--- config.mk ---
export PLATFORM = sky130hd
export DESIGN_NAME = trace_trigger
export DESIGN_NICKNAME = d
export VERILOG_FILES = /design/src/hw/trace_trigger_pkg.sv /design/src/hw/trace_trigger.sv
export SDC_FILE = /design/constraint.sdc
export NUM_CORES = 1
export LEC_CHECK = 0
export CORE_MARGIN = 4
export CORE_UTILIZATION = 35
export DETAILED_ROUTE_END_ITERATION = 12
export DONT_BUFFER_PORTS = 1
export PLACE_DENSITY = 0.49
export SETUP_SLACK_MARGIN = 0.5
export SYNTH_ARGS = -nofsm -noshare
export SYNTH_HDL_FRONTEND = slang
export SYNTH_SLANG_ARGS = --single-unit
--- constraint.sdc ---
create_clock -name pclk -period 3.5 [get_ports pclk]
set_input_delay 0.525 -clock pclk [delete_from_list [all_inputs] [get_ports pclk]]
set_output_delay 0.525 -clock pclk [all_outputs]
set_load 0.005 [all_outputs]
--- src/hw/trace_trigger_pkg.sv ---
// Constants for the trace trigger and status block.
// Assumes an APB master with 32-bit data and word-aligned registers.
package trace_trigger_pkg;
  localparam logic [7:0] CONTROL_OFS = 8'h00;
  localparam logic [7:0] TRIGGER_OFS = 8'h04;
  localparam logic [7:0] STATUS_OFS = 8'h08;
  localparam logic [7:0] FIFO_HIGH_OFS = 8'h0C;
  localparam logic [7:0] FIFO_LOW_OFS = 8'h10;
  localparam int CTL_ENABLE_BIT = 7;
  localparam int CTL_ARM_BIT = 6;
  localparam int TRG_QUALIFY_BIT = 7;
  localparam int TRG_BEGIN_BIT = 6;
  localparam logic [7:0] TRG_WRITE_MASK = 8'hCF;
  localparam int STS_MATCH_A_BIT = 7;
  localparam int STS_MATCH_B_BIT = 6;
  localparam int STS_ARMED_BIT = 5;
  localparam logic [7:0] CONTROL_RESET = 8'h00;
  localparam logic [7:0] TRIGGER_RESET = 8'h00;
  localparam int FIFO_DEPTH = 8;
  localparam logic [3:0] MODE_A_ONLY = 4'h0;
  localparam logic [3:0] MODE_A_OR_B = 4'h1;
  localparam logic [3:0] MODE_A_THEN_B = 4'h2;
  localparam logic [3:0] MODE_EVENT_B = 4'h3;
  localparam logic [3:0] MODE_A_THEN_EVENT_B = 4'h4;
  localparam logic [3:0] MODE_A_AND_B = 4'h5;
  localparam logic [3:0] MODE_A_AND_NOT_B = 4'h6;
  localparam logic [3:0] MODE_INSIDE = 4'h7;
  localparam logic [3:0] MODE_OUTSIDE = 4'h8;
  typedef enum logic [1:0] {
    RUN_IDLE = 2'b00,
    RUN_WAIT_A = 2'b01,
    RUN_STORE = 2'b10
  } run_state_e;
endpackage

--- src/hw/trace_trigger.sv ---
// Trigger selection, capture control and status of the bus-analysis debug unit.
// Assumes comparator match pulses and an opcode-executed indication from the same clock domain.
// Function
// Trigger config writable only while disarmed
// Opcode qualify gates matches on execution
// Begin bit selects begin/end capture
// Event-only modes always act as begin
// Modes 0-2: A, A or B, A then B
// Modes 3-4: store on B events
// Modes 5-6: A with B data match; mode 6 here triggers on A with no B data match
// Modes 7-8: inside or outside range
// Modes 9-15 never trigger
// Match A flag cleared at start
// Match B flag cleared at start
// Armed flag mirrors arm while enabled
// Run ends on full or trigger
// Clearing arm or enable stops run
// Valid count cleared, counts to eight
// Valid count fixed during readout
// Host tracks remaining words itself
// Status register is read-only
// Low-byte read advances, high-byte does not
// Arm write sets flag; run end clears
// Status bit 4 reads zero
//
// The implementer's own choices: the APB register port and the address map.
`timescale 1ns/1ps
module trace_trigger
  import trace_trigger_pkg::*;
(
  input wire logic pclk,
  input wire logic presetn,
  input wire logic psel,
  input wire logic penable,
  input wire logic pwrite,
  input wire logic [7:0] paddr,
  input wire logic [31:0] pwdata,
  output logic [31:0] prdata,
  output logic pready,
  output logic pslverr,
  input wire logic cmp_a_match,
  input wire logic cmp_b_match,
  input wire logic data_b_match,
  input wire logic addr_ge_a,
  input wire logic addr_le_b,
  input wire logic bus_access,
  input wire logic opcode_executed,
  input wire logic store_strobe,
  input wire logic [15:0] store_word,
  output logic capture_active,
  output logic trigger_pulse
);
  import trace_trigger_pkg::*;

  logic [7:0] control_reg;
  logic [7:0] trigger_reg;
  logic match_a_reg;
  logic match_b_reg;
  logic [3:0] count_reg;
  logic [15:0] fifo_mem [FIFO_DEPTH];
  logic [2:0] wr_ptr_reg;
  logic [2:0] rd_ptr_reg;
  logic [15:0] fifo_out;
  run_state_e state_reg;
  run_state_e state_next;

  logic setup;
  logic wr_acc;
  logic rd_acc;
  logic mapped;
  logic trace_unit_enable;
  logic arm;
  logic opcode_qualify_select;
  logic begin_select;
  logic [3:0] trigger_mode_field;
  logic hit_a;
  logic hit_b;
  logic event_only;
  logic begin_trace;
  logic trig;
  logic store;
  logic fifo_full;
  logic run_end;
  logic arm_set;
  logic armed_flag;
  logic ctl_stop;

  assign setup = psel && !penable;
  assign pready = 1'b1;
  assign wr_acc = psel && penable && pwrite;
  assign rd_acc = psel && penable && !pwrite;
  assign mapped = (paddr == CONTROL_OFS) || (paddr == TRIGGER_OFS) || (paddr == STATUS_OFS) ||
                  (paddr == FIFO_HIGH_OFS) || (paddr == FIFO_LOW_OFS);
  assign pslverr = psel && penable && !mapped;

  assign trace_unit_enable = control_reg[CTL_ENABLE_BIT];
  assign arm = control_reg[CTL_ARM_BIT];
  assign armed_flag = trace_unit_enable && arm;
  assign capture_active = armed_flag;
  assign opcode_qualify_select = trigger_reg[TRG_QUALIFY_BIT];
  assign begin_select = trigger_reg[TRG_BEGIN_BIT];
  assign trigger_mode_field = trigger_reg[3:0];

  // Tag mode only lets a match through once the opcode actually executes
  assign hit_a = cmp_a_match && (!opcode_qualify_select || opcode_executed);
  assign hit_b = cmp_b_match && (!opcode_qualify_select || opcode_executed);

  assign event_only = (trigger_mode_field == MODE_EVENT_B) || (trigger_mode_field == MODE_A_THEN_EVENT_B);
  assign begin_trace = event_only || begin_select;
  assign fifo_full = (count_reg == 4'(FIFO_DEPTH));

  always_comb begin
    trig = 1'b0;
    case (trigger_mode_field)
      MODE_A_ONLY: trig = hit_a;
      MODE_A_OR_B: trig = hit_a || hit_b;
      MODE_A_THEN_B: trig = (state_reg == RUN_STORE) && hit_b;
      MODE_EVENT_B: trig = hit_b;
      MODE_A_THEN_EVENT_B: trig = (state_reg == RUN_STORE) && hit_b;
      MODE_A_AND_B: trig = hit_a && data_b_match;
      MODE_A_AND_NOT_B: trig = hit_a && !data_b_match;
      MODE_INSIDE: trig = bus_access && addr_ge_a && addr_le_b;
      MODE_OUTSIDE: trig = bus_access && (!addr_ge_a || !addr_le_b);
      default: trig = 1'b0;
    endcase
    if (state_reg == RUN_IDLE) begin
      trig = 1'b0;
    end
  end
  assign trigger_pulse = trig;

  // Event-only modes store on each B event (mode 4 only once A has hit); others store the change-of-flow stream
  always_comb begin
    store = 1'b0;
    if (state_reg != RUN_IDLE) begin
      if (event_only) begin
        store = trig;
      end else if (begin_trace) begin
        store = store_strobe && (state_reg == RUN_STORE);
      end else begin
        store = store_strobe;
      end
    end
  end

  assign run_end = (state_reg != RUN_IDLE) &&
                   ((begin_trace && fifo_full) || (!begin_trace && trig));
  assign arm_set = wr_acc && (paddr == CONTROL_OFS) && pwdata[CTL_ARM_BIT] && pwdata[CTL_ENABLE_BIT];
  // A stop write ends the run at its own edge, not a cycle later, so no stray word lands
  assign ctl_stop = wr_acc && (paddr == CONTROL_OFS) && !(pwdata[CTL_ARM_BIT] && pwdata[CTL_ENABLE_BIT]);

  always_comb begin
    state_next = state_reg;
    case (state_reg)
      RUN_IDLE: begin
        if (arm_set) begin
          state_next = (begin_trace || trigger_mode_field == MODE_A_THEN_B) ? RUN_WAIT_A : RUN_STORE;
        end
      end
      RUN_WAIT_A: begin
        if (trigger_mode_field == MODE_EVENT_B) begin
          state_next = RUN_STORE;
        end else if ((trigger_mode_field == MODE_A_THEN_B || trigger_mode_field == MODE_A_THEN_EVENT_B) && hit_a) begin
          state_next = RUN_STORE;
        end else if (begin_trace && !event_only && trig) begin
          state_next = RUN_STORE;
        end
      end
      RUN_STORE: state_next = RUN_STORE;
      default: state_next = RUN_IDLE;
    endcase
    if (run_end || !armed_flag || ctl_stop) begin
      state_next = RUN_IDLE;
    end
    if (state_reg == RUN_IDLE && arm_set) begin
      state_next = (trigger_mode_field == MODE_A_THEN_B || trigger_mode_field == MODE_A_THEN_EVENT_B ||
                    (begin_trace && !event_only)) ? RUN_WAIT_A : (event_only ? RUN_STORE : RUN_STORE);
    end
  end

  always_ff @(posedge pclk or negedge presetn) begin
    if (!presetn) begin
      state_reg <= RUN_IDLE;
    end else begin
      state_reg <= state_next;
    end
  end

  always_ff @(posedge pclk or negedge presetn) begin
    if (!presetn) begin
      control_reg <= CONTROL_RESET;
    end else if (wr_acc && paddr == CONTROL_OFS) begin
      control_reg <= pwdata[7:0];
    end else if (run_end) begin
      control_reg[CTL_ARM_BIT] <= 1'b0;
    end
  end

  always_ff @(posedge pclk or negedge presetn) begin
    if (!presetn) begin
      trigger_reg <= TRIGGER_RESET;
    end else if (wr_acc && paddr == TRIGGER_OFS && !arm) begin
      trigger_reg <= pwdata[7:0] & TRG_WRITE_MASK;
    end
  end

  // Flags: a new run clears them; a match in that same cycle cannot occur since idle blocks matches
  always_ff @(posedge pclk or negedge presetn) begin
    if (!presetn) begin
      match_a_reg <= 1'b0;
      match_b_reg <= 1'b0;
    end else if (arm_set && state_reg == RUN_IDLE) begin
      match_a_reg <= 1'b0;
      match_b_reg <= 1'b0;
    end else if (state_reg != RUN_IDLE) begin
      if (hit_a) begin
        match_a_reg <= 1'b1;
      end
      if (hit_b) begin
        match_b_reg <= 1'b1;
      end
    end
  end

  // End trace wraps the buffer, so the count saturates at the depth
  always_ff @(posedge pclk or negedge presetn) begin
    if (!presetn) begin
      count_reg <= 4'h0;
      wr_ptr_reg <= 3'h0;
    end else if (arm_set && state_reg == RUN_IDLE) begin
      count_reg <= 4'h0;
      wr_ptr_reg <= 3'h0;
    end else if (store && !(begin_trace && fifo_full)) begin
      wr_ptr_reg <= wr_ptr_reg + 3'h1;
      if (!fifo_full) begin
        count_reg <= count_reg + 4'h1;
      end
    end
  end

  always_ff @(posedge pclk) begin
    if (store && !(begin_trace && fifo_full)) begin
      fifo_mem[wr_ptr_reg] <= event_only ? {8'h00, store_word[7:0]} : store_word;
    end
  end

  // Oldest word first after end trace; count is never touched by reads
  always_ff @(posedge pclk or negedge presetn) begin
    if (!presetn) begin
      rd_ptr_reg <= 3'h0;
    end else if (run_end) begin
      rd_ptr_reg <= (begin_trace || !fifo_full) ? 3'h0 : wr_ptr_reg + (store ? 3'h1 : 3'h0);
    end else if (rd_acc && paddr == FIFO_LOW_OFS && !armed_flag) begin
      rd_ptr_reg <= rd_ptr_reg + 3'h1;
    end
  end
  assign fifo_out = fifo_mem[rd_ptr_reg];

  // Status writes fall through with no effect
  always_ff @(posedge pclk or negedge presetn) begin
    if (!presetn) begin
      prdata <= 32'h0000_0000;
    end else if (setup && !pwrite) begin
      case (paddr)
        CONTROL_OFS: prdata <= {24'h000000, control_reg};
        TRIGGER_OFS: prdata <= {24'h000000, trigger_reg};
        STATUS_OFS: prdata <= {24'h000000, match_a_reg, match_b_reg, armed_flag, 1'b0, count_reg};
        FIFO_HIGH_OFS: prdata <= {24'h000000, fifo_out[15:8]};
        FIFO_LOW_OFS: prdata <= {24'h000000, fifo_out[7:0]};
        default: prdata <= 32'h0000_0000;
      endcase
    end
  end
endmodule

; ---- Yosys cells after proc, flatten, opt, wreduce, memory -nomap -nowiden
; Memories as Yosys holds them, arrays and structs flattened.
; Cells that the tools add are included.
[word_totals]
ram_bits = 128
register_bits = 60
output_inout_bits = 36
word_cells = 146
memories = 1
in_bits = 69
[op_classes]
n_reduce_logical = 78
n_eq_ne = 18
n_addsub = 4
muxes = 35
[mem_list]
columns = memory, words, width, read_ports, rd_ports_with_merged_regs, write_ports, line_no
row1 = fifo_mem, 8, 16, 1, 0, 1, trace_trigger.sv:60  ; logic [15:0] fifo_mem [FIFO_DEPTH];
[op_table]
columns = op, n
row1 = $pmux W8 S5, 1
row2 = $logic_and A1 B1 Y1, 33
row3 = $eq A4 B3 Y1 const B, 4
row4 = $eq A8 B4 Y1 const B, 2
row5 = $logic_or A1 B1 Y1, 16
row6 = $mux W16, 1
row7 = $mux W2, 8
row8 = $mux W1, 15
row9 = $mux W3, 5
row10 = $logic_not A1 Y1, 14
row11 = $reduce_bool A2 Y1, 7
row12 = $mux W4, 3
row13 = $eq A4 B2 Y1 const B, 2
row14 = $eq A4 B4 Y1 const B, 2
row15 = $eq A8 B3 Y1 const B, 1
row16 = $eq A8 B5 Y1 const B, 1
row17 = $logic_not A8 Y1, 1
row18 = $pmux W1 S8, 1
row19 = $reduce_and A2 Y1, 4
row20 = $add A3 B1 Y3 const B, 2
row21 = $ne A6 B6 Y1 const B, 1
row22 = $pmux W2 S3, 1
row23 = $add A4 B1 Y4 const B, 1
row24 = $eq A4 B1 Y1 const B, 1
row25 = other kinds (8), 8

; ---- Longest topological paths before layout
; Gate-level depths: netlist of run 1.
[depth]
ltp_word = 13
mapped_depth = 14
ltp_nobuf = 14

; ---- Worst setup path after synthesis of run 1
; OpenSTA, ideal clock, no wires.
[synth_path]
path_kind = register to register
startpoint = register trigger_reg[2]
endpoint = memory fifo_mem[0][0], enable pin
path_stages_with_launch = 9
n_path_buf = 1
setup_slack_ns = 0.032
arrival_time_ns = 3.059
cell_sequence = dfrtp_1 > buf_6 > or3b_4 > o22a_1 > o32a_1 > a21o_4 > inv_6 > a31oi_4 > nor3_1
[synth_via]
elab_chain_cells = 9
[synth_rtl]
columns = item, line_no
row1 = "start, declared", trace_trigger.sv:56  ; logic [7:0] trigger_reg;
row2 = "start signal, assigned", trace_trigger.sv:203  ; trigger_reg <= pwdata[7:0] & TRG_WRITE_MASK;
row3 = $eq A4 B3 Y1 or $eq A4 B2 Y1 (tied branches), trace_trigger.sv:114  ; case (trigger_mode_field)
row4 = $reduce_or A2 Y1 (no source line), --
row5 = $pmux W1 S8 (*), trace_trigger.sv:114
row6 = $mux W1 (*), trace_trigger.sv:126  ; if (state_reg == RUN_IDLE) begin
row7 = named net trigger_pulse, trace_trigger.sv:51  ; output logic trigger_pulse
row8 = $mux W1 (*), trace_trigger.sv:136  ; if (event_only) begin
row9 = $mux W1 (*), trace_trigger.sv:135  ; if (state_reg != RUN_IDLE) begin
row10 = $logic_and A1 B1 Y1 (*), trace_trigger.sv:242  ; if (store && !(begin_trace && fifo_full)) begin
row11 = $mux W1 (*), trace_trigger.sv:242
row12 = $mux W1 (*), trace_trigger.sv:243  ; fifo_mem[wr_ptr_reg] <= event_only ? {8'h00, store_word[7:0]} : store_word;
row13 = "end, declared", trace_trigger.sv:60
; Mark *: on every way through the listed nets, which the timed path passes. The rest lies on a longest branch.

; ---- Worst setup path in the final report of run 1
[layout_path]
startpoint = register trigger_reg[1]
endpoint = memory fifo_mem[0][2], enable pin
; Same word-level chain as after synthesis.

==> flow_metrics.tcl, run 1 <==
set metrics [dict create \
    vias 4278 \
    cts_sinks 164 \
    track_usage 0.1478 \
    powerDensity_nw_per_um2 479.3 \
    period_share 0.8377 \
    clk_pin_slew_ns 0.06 \
    critPathMaxFanout 11 \
    async_flop_share 0.2195 \
    wl_met3_um 1080 \
    io_pins 105 \
    worstSetupStartpointType "flop" \
    drt_iter0_markers 253 \
    seq_area_frac_synth 0.6283 \
    overflow 0 \
    gp_congestion 0.8300 \
    fmax_mhz 341.1 \
    synth.distinct_cells 62 \
    wl_um 17920 \
    synth_area_per_cell_um2 15.07 \
    root_buffer "clkbuf_16" \
    synth.largest_area_cell "edfxtp_1" \
    ys.flop_type "edfxtp_1" \
    setup_slack_ns 0.5682 \
    routedWlPerCell_um 22.05 \
    tns_ns 0 \
    start_util 0.3570 \
    rsz0062_at_grt "no" \
    status "complete, no violations" \
    wl_met1_um 7763 \
    dpl.hpwl_um 11260 \
    dp_worst_setup_slack_ns 0.4988 \
    clock_latency_ns 0.43 \
    antenna_left 0 \
    die_area_um2 23990 \
    clock_skew_ns 0.009859 \
    finalSetupViolCount 0 \
    die_w_um 154.9 \
    synth_edf_count 128 \
    cp.arrival_ns 3.06 \
    largest_reg_flops 128 \
    routed-wl-met2_um 8930 \
    dr.max_layer_used "met4" \
    finalNetCount 603 \
    drv_cap 0 \
    drt_drc_violations_left 0 \
    grt_pass1_wl_um 26410 \
    critical_path_required_ns 3.63 \
    yosysMostFrequentCell "edfxtp_1" \
    grt_pass1_vias 4458 \
    irDropWorstVdd_mv 0.3082 \
    syn_inst 501 \
    cts_max_level 4 \
    grt_max_degree 37 \
    drv_slew 0 \
    worstHoldPathType "in -> reg" \
    design.core.area_um2 21150 \
    yosys-top-cells-area "edfxtp_1, dfrtp_1, mux4_2" \
    area_growth_pct 14.78 \
    die_h_um 154.9 \
    yosys_warnings 0 \
    drive_gt1_frac 0.2328 \
    worstMarginPinSlew_ns 0.6097 \
    synthTopCellsByCount "edfxtp_1, dfrtp_1, mux4_2, mux2i_1, nand2_1" \
    rows 53 \
    clk_path_buf_depth 2 \
    p_leak_nw 3.018 \
    dr.pass1.iters 4 \
    antenna_found_initial 2 \
    finalCriticalPeriod_ns 2.932 \
    port_buffers 0 \
    numCtsBuffers 17 \
    hold_viol_final 0 \
    holdWs_ns 0.1900 \
    cts_tree "yes" \
    maxSlewHeadroom 0.5923 \
    yosysTopAreaCellShare 0.5090 \
    critical_path.endpoint_type "flop" \
    worstSetupPathType "reg -> reg" \
    viasPerCell 5.262 \
    yosys_register_bits 164 \
    netlist_area_um2 7551 \
]
-- cell type report --
type / count / area, um^2
diodes: 1 / 2.502
well taps: 275 / 344.1
clock buffers: 18 / 429.2
inverters: 14 / 57.56
flip-flops and latches: 164 / 4747
clock inverters: 14 / 172.7
repair buffers: 28 / 282.8
fillers: 1928 / 12490
multi-input cells: 299 / 2631
-- cells in the final DEF, fill, tap and decap left out, drive strengths merged, types with 9 or more instances in the layout --
cell type  instances
mux2i             30
a21oi             21
inv               19
dfrtp             36
nor3              14
mux4              32
nand2             28
o21ai             15
buf               27
ha                10
nor2              17
clkbuf            18
conb              25
mux2              15
edfxtp           128
and2               9
-- critical path, stage by stage, from the launching register on --
cell,delay (ns)
dfrtp_2,0.49
or3b_4,0.45
o22a_1,0.22
o32a_1,0.38
a21o_4,0.26
inv_6,0.11
a31oi_2,0.20
nor3_4,0.30
buf_6,0.22
-- cells by family after synthesis --
| logic type | synth area share |
|---|---|
| buffers and inverters | 0.04557 |
| adder cells (fa/ha/maj) | 0.01657 |
| flip-flops | 0.6283 |
| other | 0.0009946 |
| XOR/XNOR | 0.004640 |
| multiplexers | 0.1576 |
| AO/OA/AOI/OAI | 0.06496 |
| AND/OR/NAND/NOR | 0.08136 |
-- path summary, 6_finish.rpt --
| path | startpoint | to | slack [ns] | cells after the start |
|---|---|---|---|---|
| max reg2reg | trigger_reg[1]$_DFFE_PN0P_ | fifo_mem[0][2]$_DFFE_PP_ | 0.57 | 8 |
| min in group asynchronous | presetn | state_reg[1]$_DFFE_PN0P_ | 0.56 | 2 |
| min | store_word[0] | fifo_mem[5][0]$_DFFE_PP_ | 0.19 | 0 |
| max in group asynchronous | presetn | rd_ptr_reg[0]$_DFFE_PN0P_ | 2.73 | 2 |
| min reg2reg | control_reg[0]$_DFFE_PN0P_ | control_reg[0]$_DFFE_PN0P_ | 0.51 | 1 |
| max | trigger_reg[1]$_DFFE_PN0P_ | fifo_mem[0][2]$_DFFE_PP_ | 0.57 | 8 |
-- what timing repair did --
action                                  in CTS  in global routing
gates resized for setup                      1                 24
pin swaps                                    0                  4
cloned                                       0                  5
hold buffers                                 2                  0
setup buffers                                0                  0
hold endpoints to repair                    36                  0
endpoints found under the setup margin      16                129
-- metal layers --
layer	global-route usage	vias up
met1	0.1895	2199
met4	0.04037	0
met3	0.04729	13
met5	0	-
met2	0.2431	115
li1	-	1951
-- through the flow --
step	total power [mW]	utilization	instance area (um^2)	cells
final	4.154	0.4097	8667	813
after global routing	4.308	0.4096	8665	812
after CTS	4.192	0.4044	8554	807
after detailed placement	2.280	0.3743	7919	773
after global placement	2.276	0.3743	7919	773
after floorplan	2.271	-	7637	524
-- power breakdown --
part | switching [mW] | total, mW | leakage (nW) | internal, mW
Combinational | 0.0705 | 0.115 | 1.10 | 0.0446
Sequential | 0.0199 | 2.14 | 1.63 | 2.12
Clock | 0.772 | 1.90 | 0.289 | 1.13
Total | 0.862 | 4.15 | 3.02 | 3.29
Note: power is estimated with default switching activity, not from simulation.
==> run 2: changes to the inputs <==
--- a/config.mk
+++ b/config.mk
@@ -9,7 +9,7 @@
 export CORE_UTILIZATION = 35
 export DETAILED_ROUTE_END_ITERATION = 12
 export DONT_BUFFER_PORTS = 1
-export PLACE_DENSITY = 0.49
+export PLACE_DENSITY = 0.47
 export SETUP_SLACK_MARGIN = 0.5
 export SYNTH_ARGS = -nofsm -noshare
 export SYNTH_HDL_FRONTEND = slang
==> constraint.sdc (replaced) <==
create_clock -name pclk -period 2.96 [get_ports pclk]
set_input_delay 0.444 -clock pclk [delete_from_list [all_inputs] [get_ports pclk]]
set_output_delay 0.444 -clock pclk [all_outputs]
set_load 0.005 [all_outputs]
==> run 2 against run 1 <==
Effect of this change: die area unchanged; first-iteration DRC count shrank 2.0%; sequential power rose by 18%; critical path type unchanged; largest cell class unchanged.
==> flow_metrics.tcl, run 2 (synthesis gave the netlist of run 1 again) <==
set metrics [dict create \
    io_pins 105 \
    layout_commonest_cell "edfxtp_1" \
    die_area_um2 23990 \
    grt_max_degree 37 \
    worstMarginPinSlew_ns 0.5172 \
    worstSetupPathType "reg -> reg" \
    numCtsBuffers 17 \
    clk_pin_slew_ns 0.06 \
    cp.arrival_ns 2.77 \
    grt_pass1_wl_um 27380 \
    wl_met1_um 7699 \
    final_area_um2 8876 \
    dr.pass1.iters 4 \
    n_antenna_cell 0 \
    maxSlewHeadroom 0.6552 \
    root_buffer "clkbuf_16" \
    port_buffers 0 \
    cts_sinks 164 \
    cts_max_level 4 \
    largest_reg_flops 128 \
    fillCellCount 1911 \
    wl_met3_um 962 \
    final_cell_mix "edfxtp_1, dfrtp_1, mux4_2" \
    multi_input_area_um2 2686 \
    irDropWorstVdd_mv 0.3765 \
    grt_pass1_vias 4454 \
    worstHoldPathType "in -> reg" \
    path_buf_inv 3 \
    dpl.hpwl_um 11630 \
    critical_path.endpoint_type "flop" \
    design.core.area_um2 21150 \
    viasPerCell 5.212 \
    vias 4295 \
    track_usage 0.1558 \
    finalSetupViolCount 0 \
    start_util 0.3570 \
    rows 53 \
    critical_path_required_ns 3.09 \
    routed-wl-met2_um 9099 \
    tns_ns 0 \
    period_share 0.8926 \
    finalNetCount 615 \
    dr.max_layer_used "met4" \
    powerDensity_nw_per_um2 535.9 \
    finalCriticalPeriod_ns 2.642 \
    die_w_um 154.9 \
    clock_skew_ns 0.01331 \
    place_area_um2 8134 \
    clk_path_buf_depth 2 \
    overflow 0 \
    fmax_mhz 378.5 \
    crit_path_cell_trace "or3b_4, o22a_1, o32a_1, a21o_4, clkinv_8, a31oi_4, buf_12, nor3_4, buf_12" \
    clock_latency_ns 0.43 \
    slowest_stage "or3b_4" \
    drive_gt1_frac 0.2587 \
    drv_slew 0 \
    rsz0062_at_grt "yes" \
    antenna_left 0 \
    regArea_um2 4747 \
    crit_family "compound AO/OA/AOI/OAI gates" \
    routedWlPerCell_um 21.84 \
    worstSetupStartpointType "flop" \
    antenna_found_initial 0 \
    drt_iter0_markers 248 \
    wl_um 18000 \
    hold_viol_final 0 \
    gp_congestion 0.8196 \
    status "complete, no violations" \
    drt_drc_violations_left 0 \
    slowest_delay_ns 0.43 \
    drv_cap 0 \
    crit_top_cell "buf_12" \
    die_h_um 154.9 \
    area_growth_pct 17.55 \
    p_leak_nw 3.102 \
    cts_tree "yes" \
    critPathMaxFanout 16 \
]
-- run 2: changes by cell type in the layout (fill, tap and decap cells not counted), moves of 3 or more --
cell,before,now
ha_1,10,7
buf_4,13,24
nor3_2,4,0
nor3_4,4,8
buf_12,2,12
buf_6,12,2
clkinv_2,1,4
-- run 2: worst paths after layout --
check                                                start                          to  slack [ns]  cells past startpoint
worst min register to register     match_b_reg$_DFFE_PN0P_     match_b_reg$_DFFE_PN0P_        0.49                      2
max in group asynchronous                          presetn  trigger_reg[3]$_DFFE_PN0P_        2.27                      2
worst max-delay path            trigger_reg[0]$_DFFE_PN0P_   fifo_mem[2][12]$_DFFE_PP_        0.32                      9
worst max register to register  trigger_reg[0]$_DFFE_PN0P_   fifo_mem[2][12]$_DFFE_PP_        0.32                      9
worst min-delay path                         store_word[1]    fifo_mem[6][1]$_DFFE_PP_        0.11                      0
min in group asynchronous                          presetn    state_reg[0]$_DFFE_PN0P_        0.48                      2
-- run 2: routing by layer --
metal  vias to the layer above  GRT usage
met2                       127     0.2599
met4                         0    0.04163
met3                        20    0.04451
met1                      2173     0.2007
li1                       1975          -
met5                         -          0
-- run 2: timing repair --
item,CTS,global route
buffers inserted,6,4
hold endpoints to repair,36,0
setup endpoints to repair,133,133
resized for setup,5,4
cloned,2,0
hold buffers,2,0
pin swaps,2,3
-- run 2: through the flow --
| step | cells | worst slack [ns] | hold slack (ns) | util | total power [mW] |
|---|---|---|---|---|---|
| after floorplan | 524 | 0.1473 | 0.1484 | - | 2.693 |
| after global placement | 778 | 0.2248 | 0.1502 | 0.3845 | 2.704 |
| after detailed placement | 778 | 0.1696 | 0.1503 | 0.3845 | 2.709 |
| after CTS | 820 | 0.2799 | 0.09201 | 0.4176 | 4.804 |
| after global routing | 824 | 0.2437 | 0.08054 | 0.4196 | 4.925 |
| final | 824 | 0.3179 | 0.1097 | 0.4196 | 4.756 |
-- run 2: cell type report --
| type | instances | share of cell area |
|---|---|---|
| Clock buffer | 18 | 0.04835 |
| Tap cell | 275 | 0.03877 |
| Inverter | 14 | 0.007330 |
| Multi-Input combinational cell | 299 | 0.3027 |
| Clock inverter | 14 | 0.01396 |
| Sequential cell | 164 | 0.5348 |
| Timing Repair Buffer | 40 | 0.05413 |
-- run 2: where the power goes --
part	internal, mW	switching, mW	leakage (nW)
Clock	1.16	0.912	0.271
Sequential	2.50	0.0283	1.63
Combinational	0.0587	0.0890	1.20
Total	3.73	1.03	3.10
==> run 3: changes to the inputs <==
==> constraint.sdc (replaced) <==
create_clock -name pclk -period 3.29 [get_ports pclk]
set_input_delay 0.4935 -clock pclk [delete_from_list [all_inputs] [get_ports pclk]]
set_output_delay 0.4935 -clock pclk [all_outputs]
set_load 0.005 [all_outputs]
==> run 3 against run 2 <==
Effect of this change: register-to-register slack better by 0.33 ns; design area is 2.0% lower; critical path depth is 1 lower; routed wire length decreased by 1.8%; critical endpoint is now fifo_mem[0][13]$_DFFE_PP_.
==> flow_metrics.tcl, run 3 (synthesis gave the netlist of run 1 again) <==
set metrics [dict create \
    grt_pass1_wl_um 27140 \
    area_growth_pct 15.23 \
    drv_cap 0 \
    worstSetupStartpointType "flop" \
    drive_gt1_frac 0.2384 \
    p_leak_nw 3.029 \
    regToRegStartpoint "trigger_reg[1]$_DFFE_PN0P_" \
    finalNetCount 604 \
    gp_congestion 0.7882 \
    clock_latency_ns 0.42 \
    dr.pass1.iters 4 \
    worstSetupPathType "reg -> reg" \
    viasPerCell 5.283 \
    status "complete, no violations" \
    layout_commonest_cell "edfxtp_1" \
    clock_skew_ns 0.01335 \
    tns_ns 0 \
    rows 53 \
    place_area_um2 8084 \
    root_buffer "clkbuf_16" \
    clk_pin_slew_ns 0.06 \
    routedWlPerCell_um 21.76 \
    total_power_mw 4.235 \
    p_clk_frac 0.432 \
    overflow 0 \
    antenna_left 0 \
    cp.arrival_ns 2.76 \
    drt_iter0_markers 265 \
    fmax_mhz 378.7 \
    vias 4290 \
    clk_path_buf_depth 2 \
    worstMarginPinSlew_ns 0.8249 \
    track_usage 0.1519 \
    holdPathEnd "fifo_mem[7][0]$_DFFE_PP_" \
    start_util 0.3570 \
    grt_pass1_vias 4528 \
    finalSetupViolCount 0 \
    rsz0062_at_grt "no" \
    reg2reg_depth 8 \
    drt_drc_violations_left 0 \
    final_area_um2 8701 \
    port_buffers 0 \
    hp-start "store_word[0]" \
    die_w_um 154.9 \
    whs_path_depth 0 \
    pwr-share-comb 0.029 \
    seq_power_share 0.539 \
    dpl.hpwl_um 11640 \
    antenna_found_initial 0 \
    p_int_mw 3.335 \
    n_antenna_cell 0 \
    sw_frac_of_total 0.2124 \
    powerDensity_nw_per_um2 486.7 \
    r2r-end "fifo_mem[0][13]$_DFFE_PP_" \
    wl_um 17670 \
    largest_reg_flops 128 \
    finalCriticalPeriod_ns 2.641 \
    io_pins 105 \
    maxSlewHeadroom 0.4501 \
    critPathMaxFanout 16 \
    numCtsBuffers 17 \
    grt_max_degree 37 \
    r2r_setup_slack_ns 0.65 \
    worstHoldPathType "in -> reg" \
    final_cell_mix "edfxtp_1, dfrtp_1, mux4_2" \
    final_core_util 0.4113 \
    drv_slew 0 \
    cts_sinks 164 \
    irDropWorstVdd_mv 0.4024 \
    design.core.area_um2 21150 \
    critical_path_required_ns 3.41 \
    cts_tree "yes" \
    switchingPower_mw 0.8996 \
    die_h_um 154.9 \
    period_share 0.8027 \
    die_area_um2 23990 \
    hold_viol_final 0 \
    cts_max_level 4 \
    critical_path.endpoint_type "flop" \
]
[run 3: layer usage]
layer | vias to the layer above | track usage | wire [um]
li1 | 1950 | - | -
met2 | 120 | 0.2514 | 8559
met4 | 0 | 0.03995 | 191
met5 | - | 0 | 0
met3 | 13 | 0.04562 | 1119
met1 | 2207 | 0.1961 | 7802
[run 3: worst max-delay path by stage]
stage | endpoint | start | slack [ns]
floorplan | fifo_mem[0][0]$_DFFE_PP_ | trigger_reg[2]$_DFFE_PN0P_ | 0.48
CTS | fifo_mem[7][14]$_DFFE_PP_ | trigger_reg[0]$_DFFE_PN0P_ | 0.50
finish | fifo_mem[0][13]$_DFFE_PP_ | trigger_reg[1]$_DFFE_PN0P_ | 0.65
global route | rd_ptr_reg[2]$_DFFE_PN0P_ | trigger_reg[1]$_DFFE_PN0P_ | 0.51
detailed placement | fifo_mem[7][10]$_DFFE_PP_ | trigger_reg[0]$_DFFE_PN0P_ | 0.52
global placement | fifo_mem[4][5]$_DFFE_PP_ | trigger_reg[0]$_DFFE_PN0P_ | 0.55
[run 3: repair_timing]
item                       CTS  global route
buffers inserted             0             3
hold buffers                 2             0
resized for setup            0             4
hold endpoints to repair    36             0
setup endpoints to repair    0           129
[run 3: layout make-up]
type / instances / area, um^2
Tap cell: 275 / 344.1
Inverter: 14 / 57.56
Fill cell: 1945 / 12450
Clock buffer: 18 / 429.2
Sequential cell: 164 / 4747
Clock inverter: 13 / 108.9
Timing Repair Buffer: 29 / 345.3
Multi-Input combinational cell: 299 / 2669
[run 3: critical path, stage by stage (launching register included)]
cell     delay, ns
dfrtp_1       0.37
or3b_4        0.44
o22a_1        0.21
o32a_1        0.33
a21o_4        0.24
inv_6         0.10
a31oi_2       0.21
nor3_4        0.21
buf_12        0.20
[run 3: power groups by stage]
stage	sequential (mW)	clock, mW	combinational (mW)
2_1_floorplan	2.31	0	0.114
3_3_place_gp	2.33	0	0.106
3_5_place_dp	2.33	0	0.109
4_1_cts	2.28	1.88	0.123
5_1_grt	2.28	1.96	0.139
6_report	2.28	1.83	0.124
[run 3: through the flow]
stage | worst slack, ns | hold slack (ns) | cells
after detailed placement | 0.5192 | 0.1992 | 775
after global placement | 0.5463 | 0.1996 | 775
final | 0.6492 | 0.1663 | 812
after CTS | 0.5047 | 0.1460 | 808
after global routing | 0.5087 | 0.1423 | 812
after floorplan | 0.4773 | 0.1979 | 524
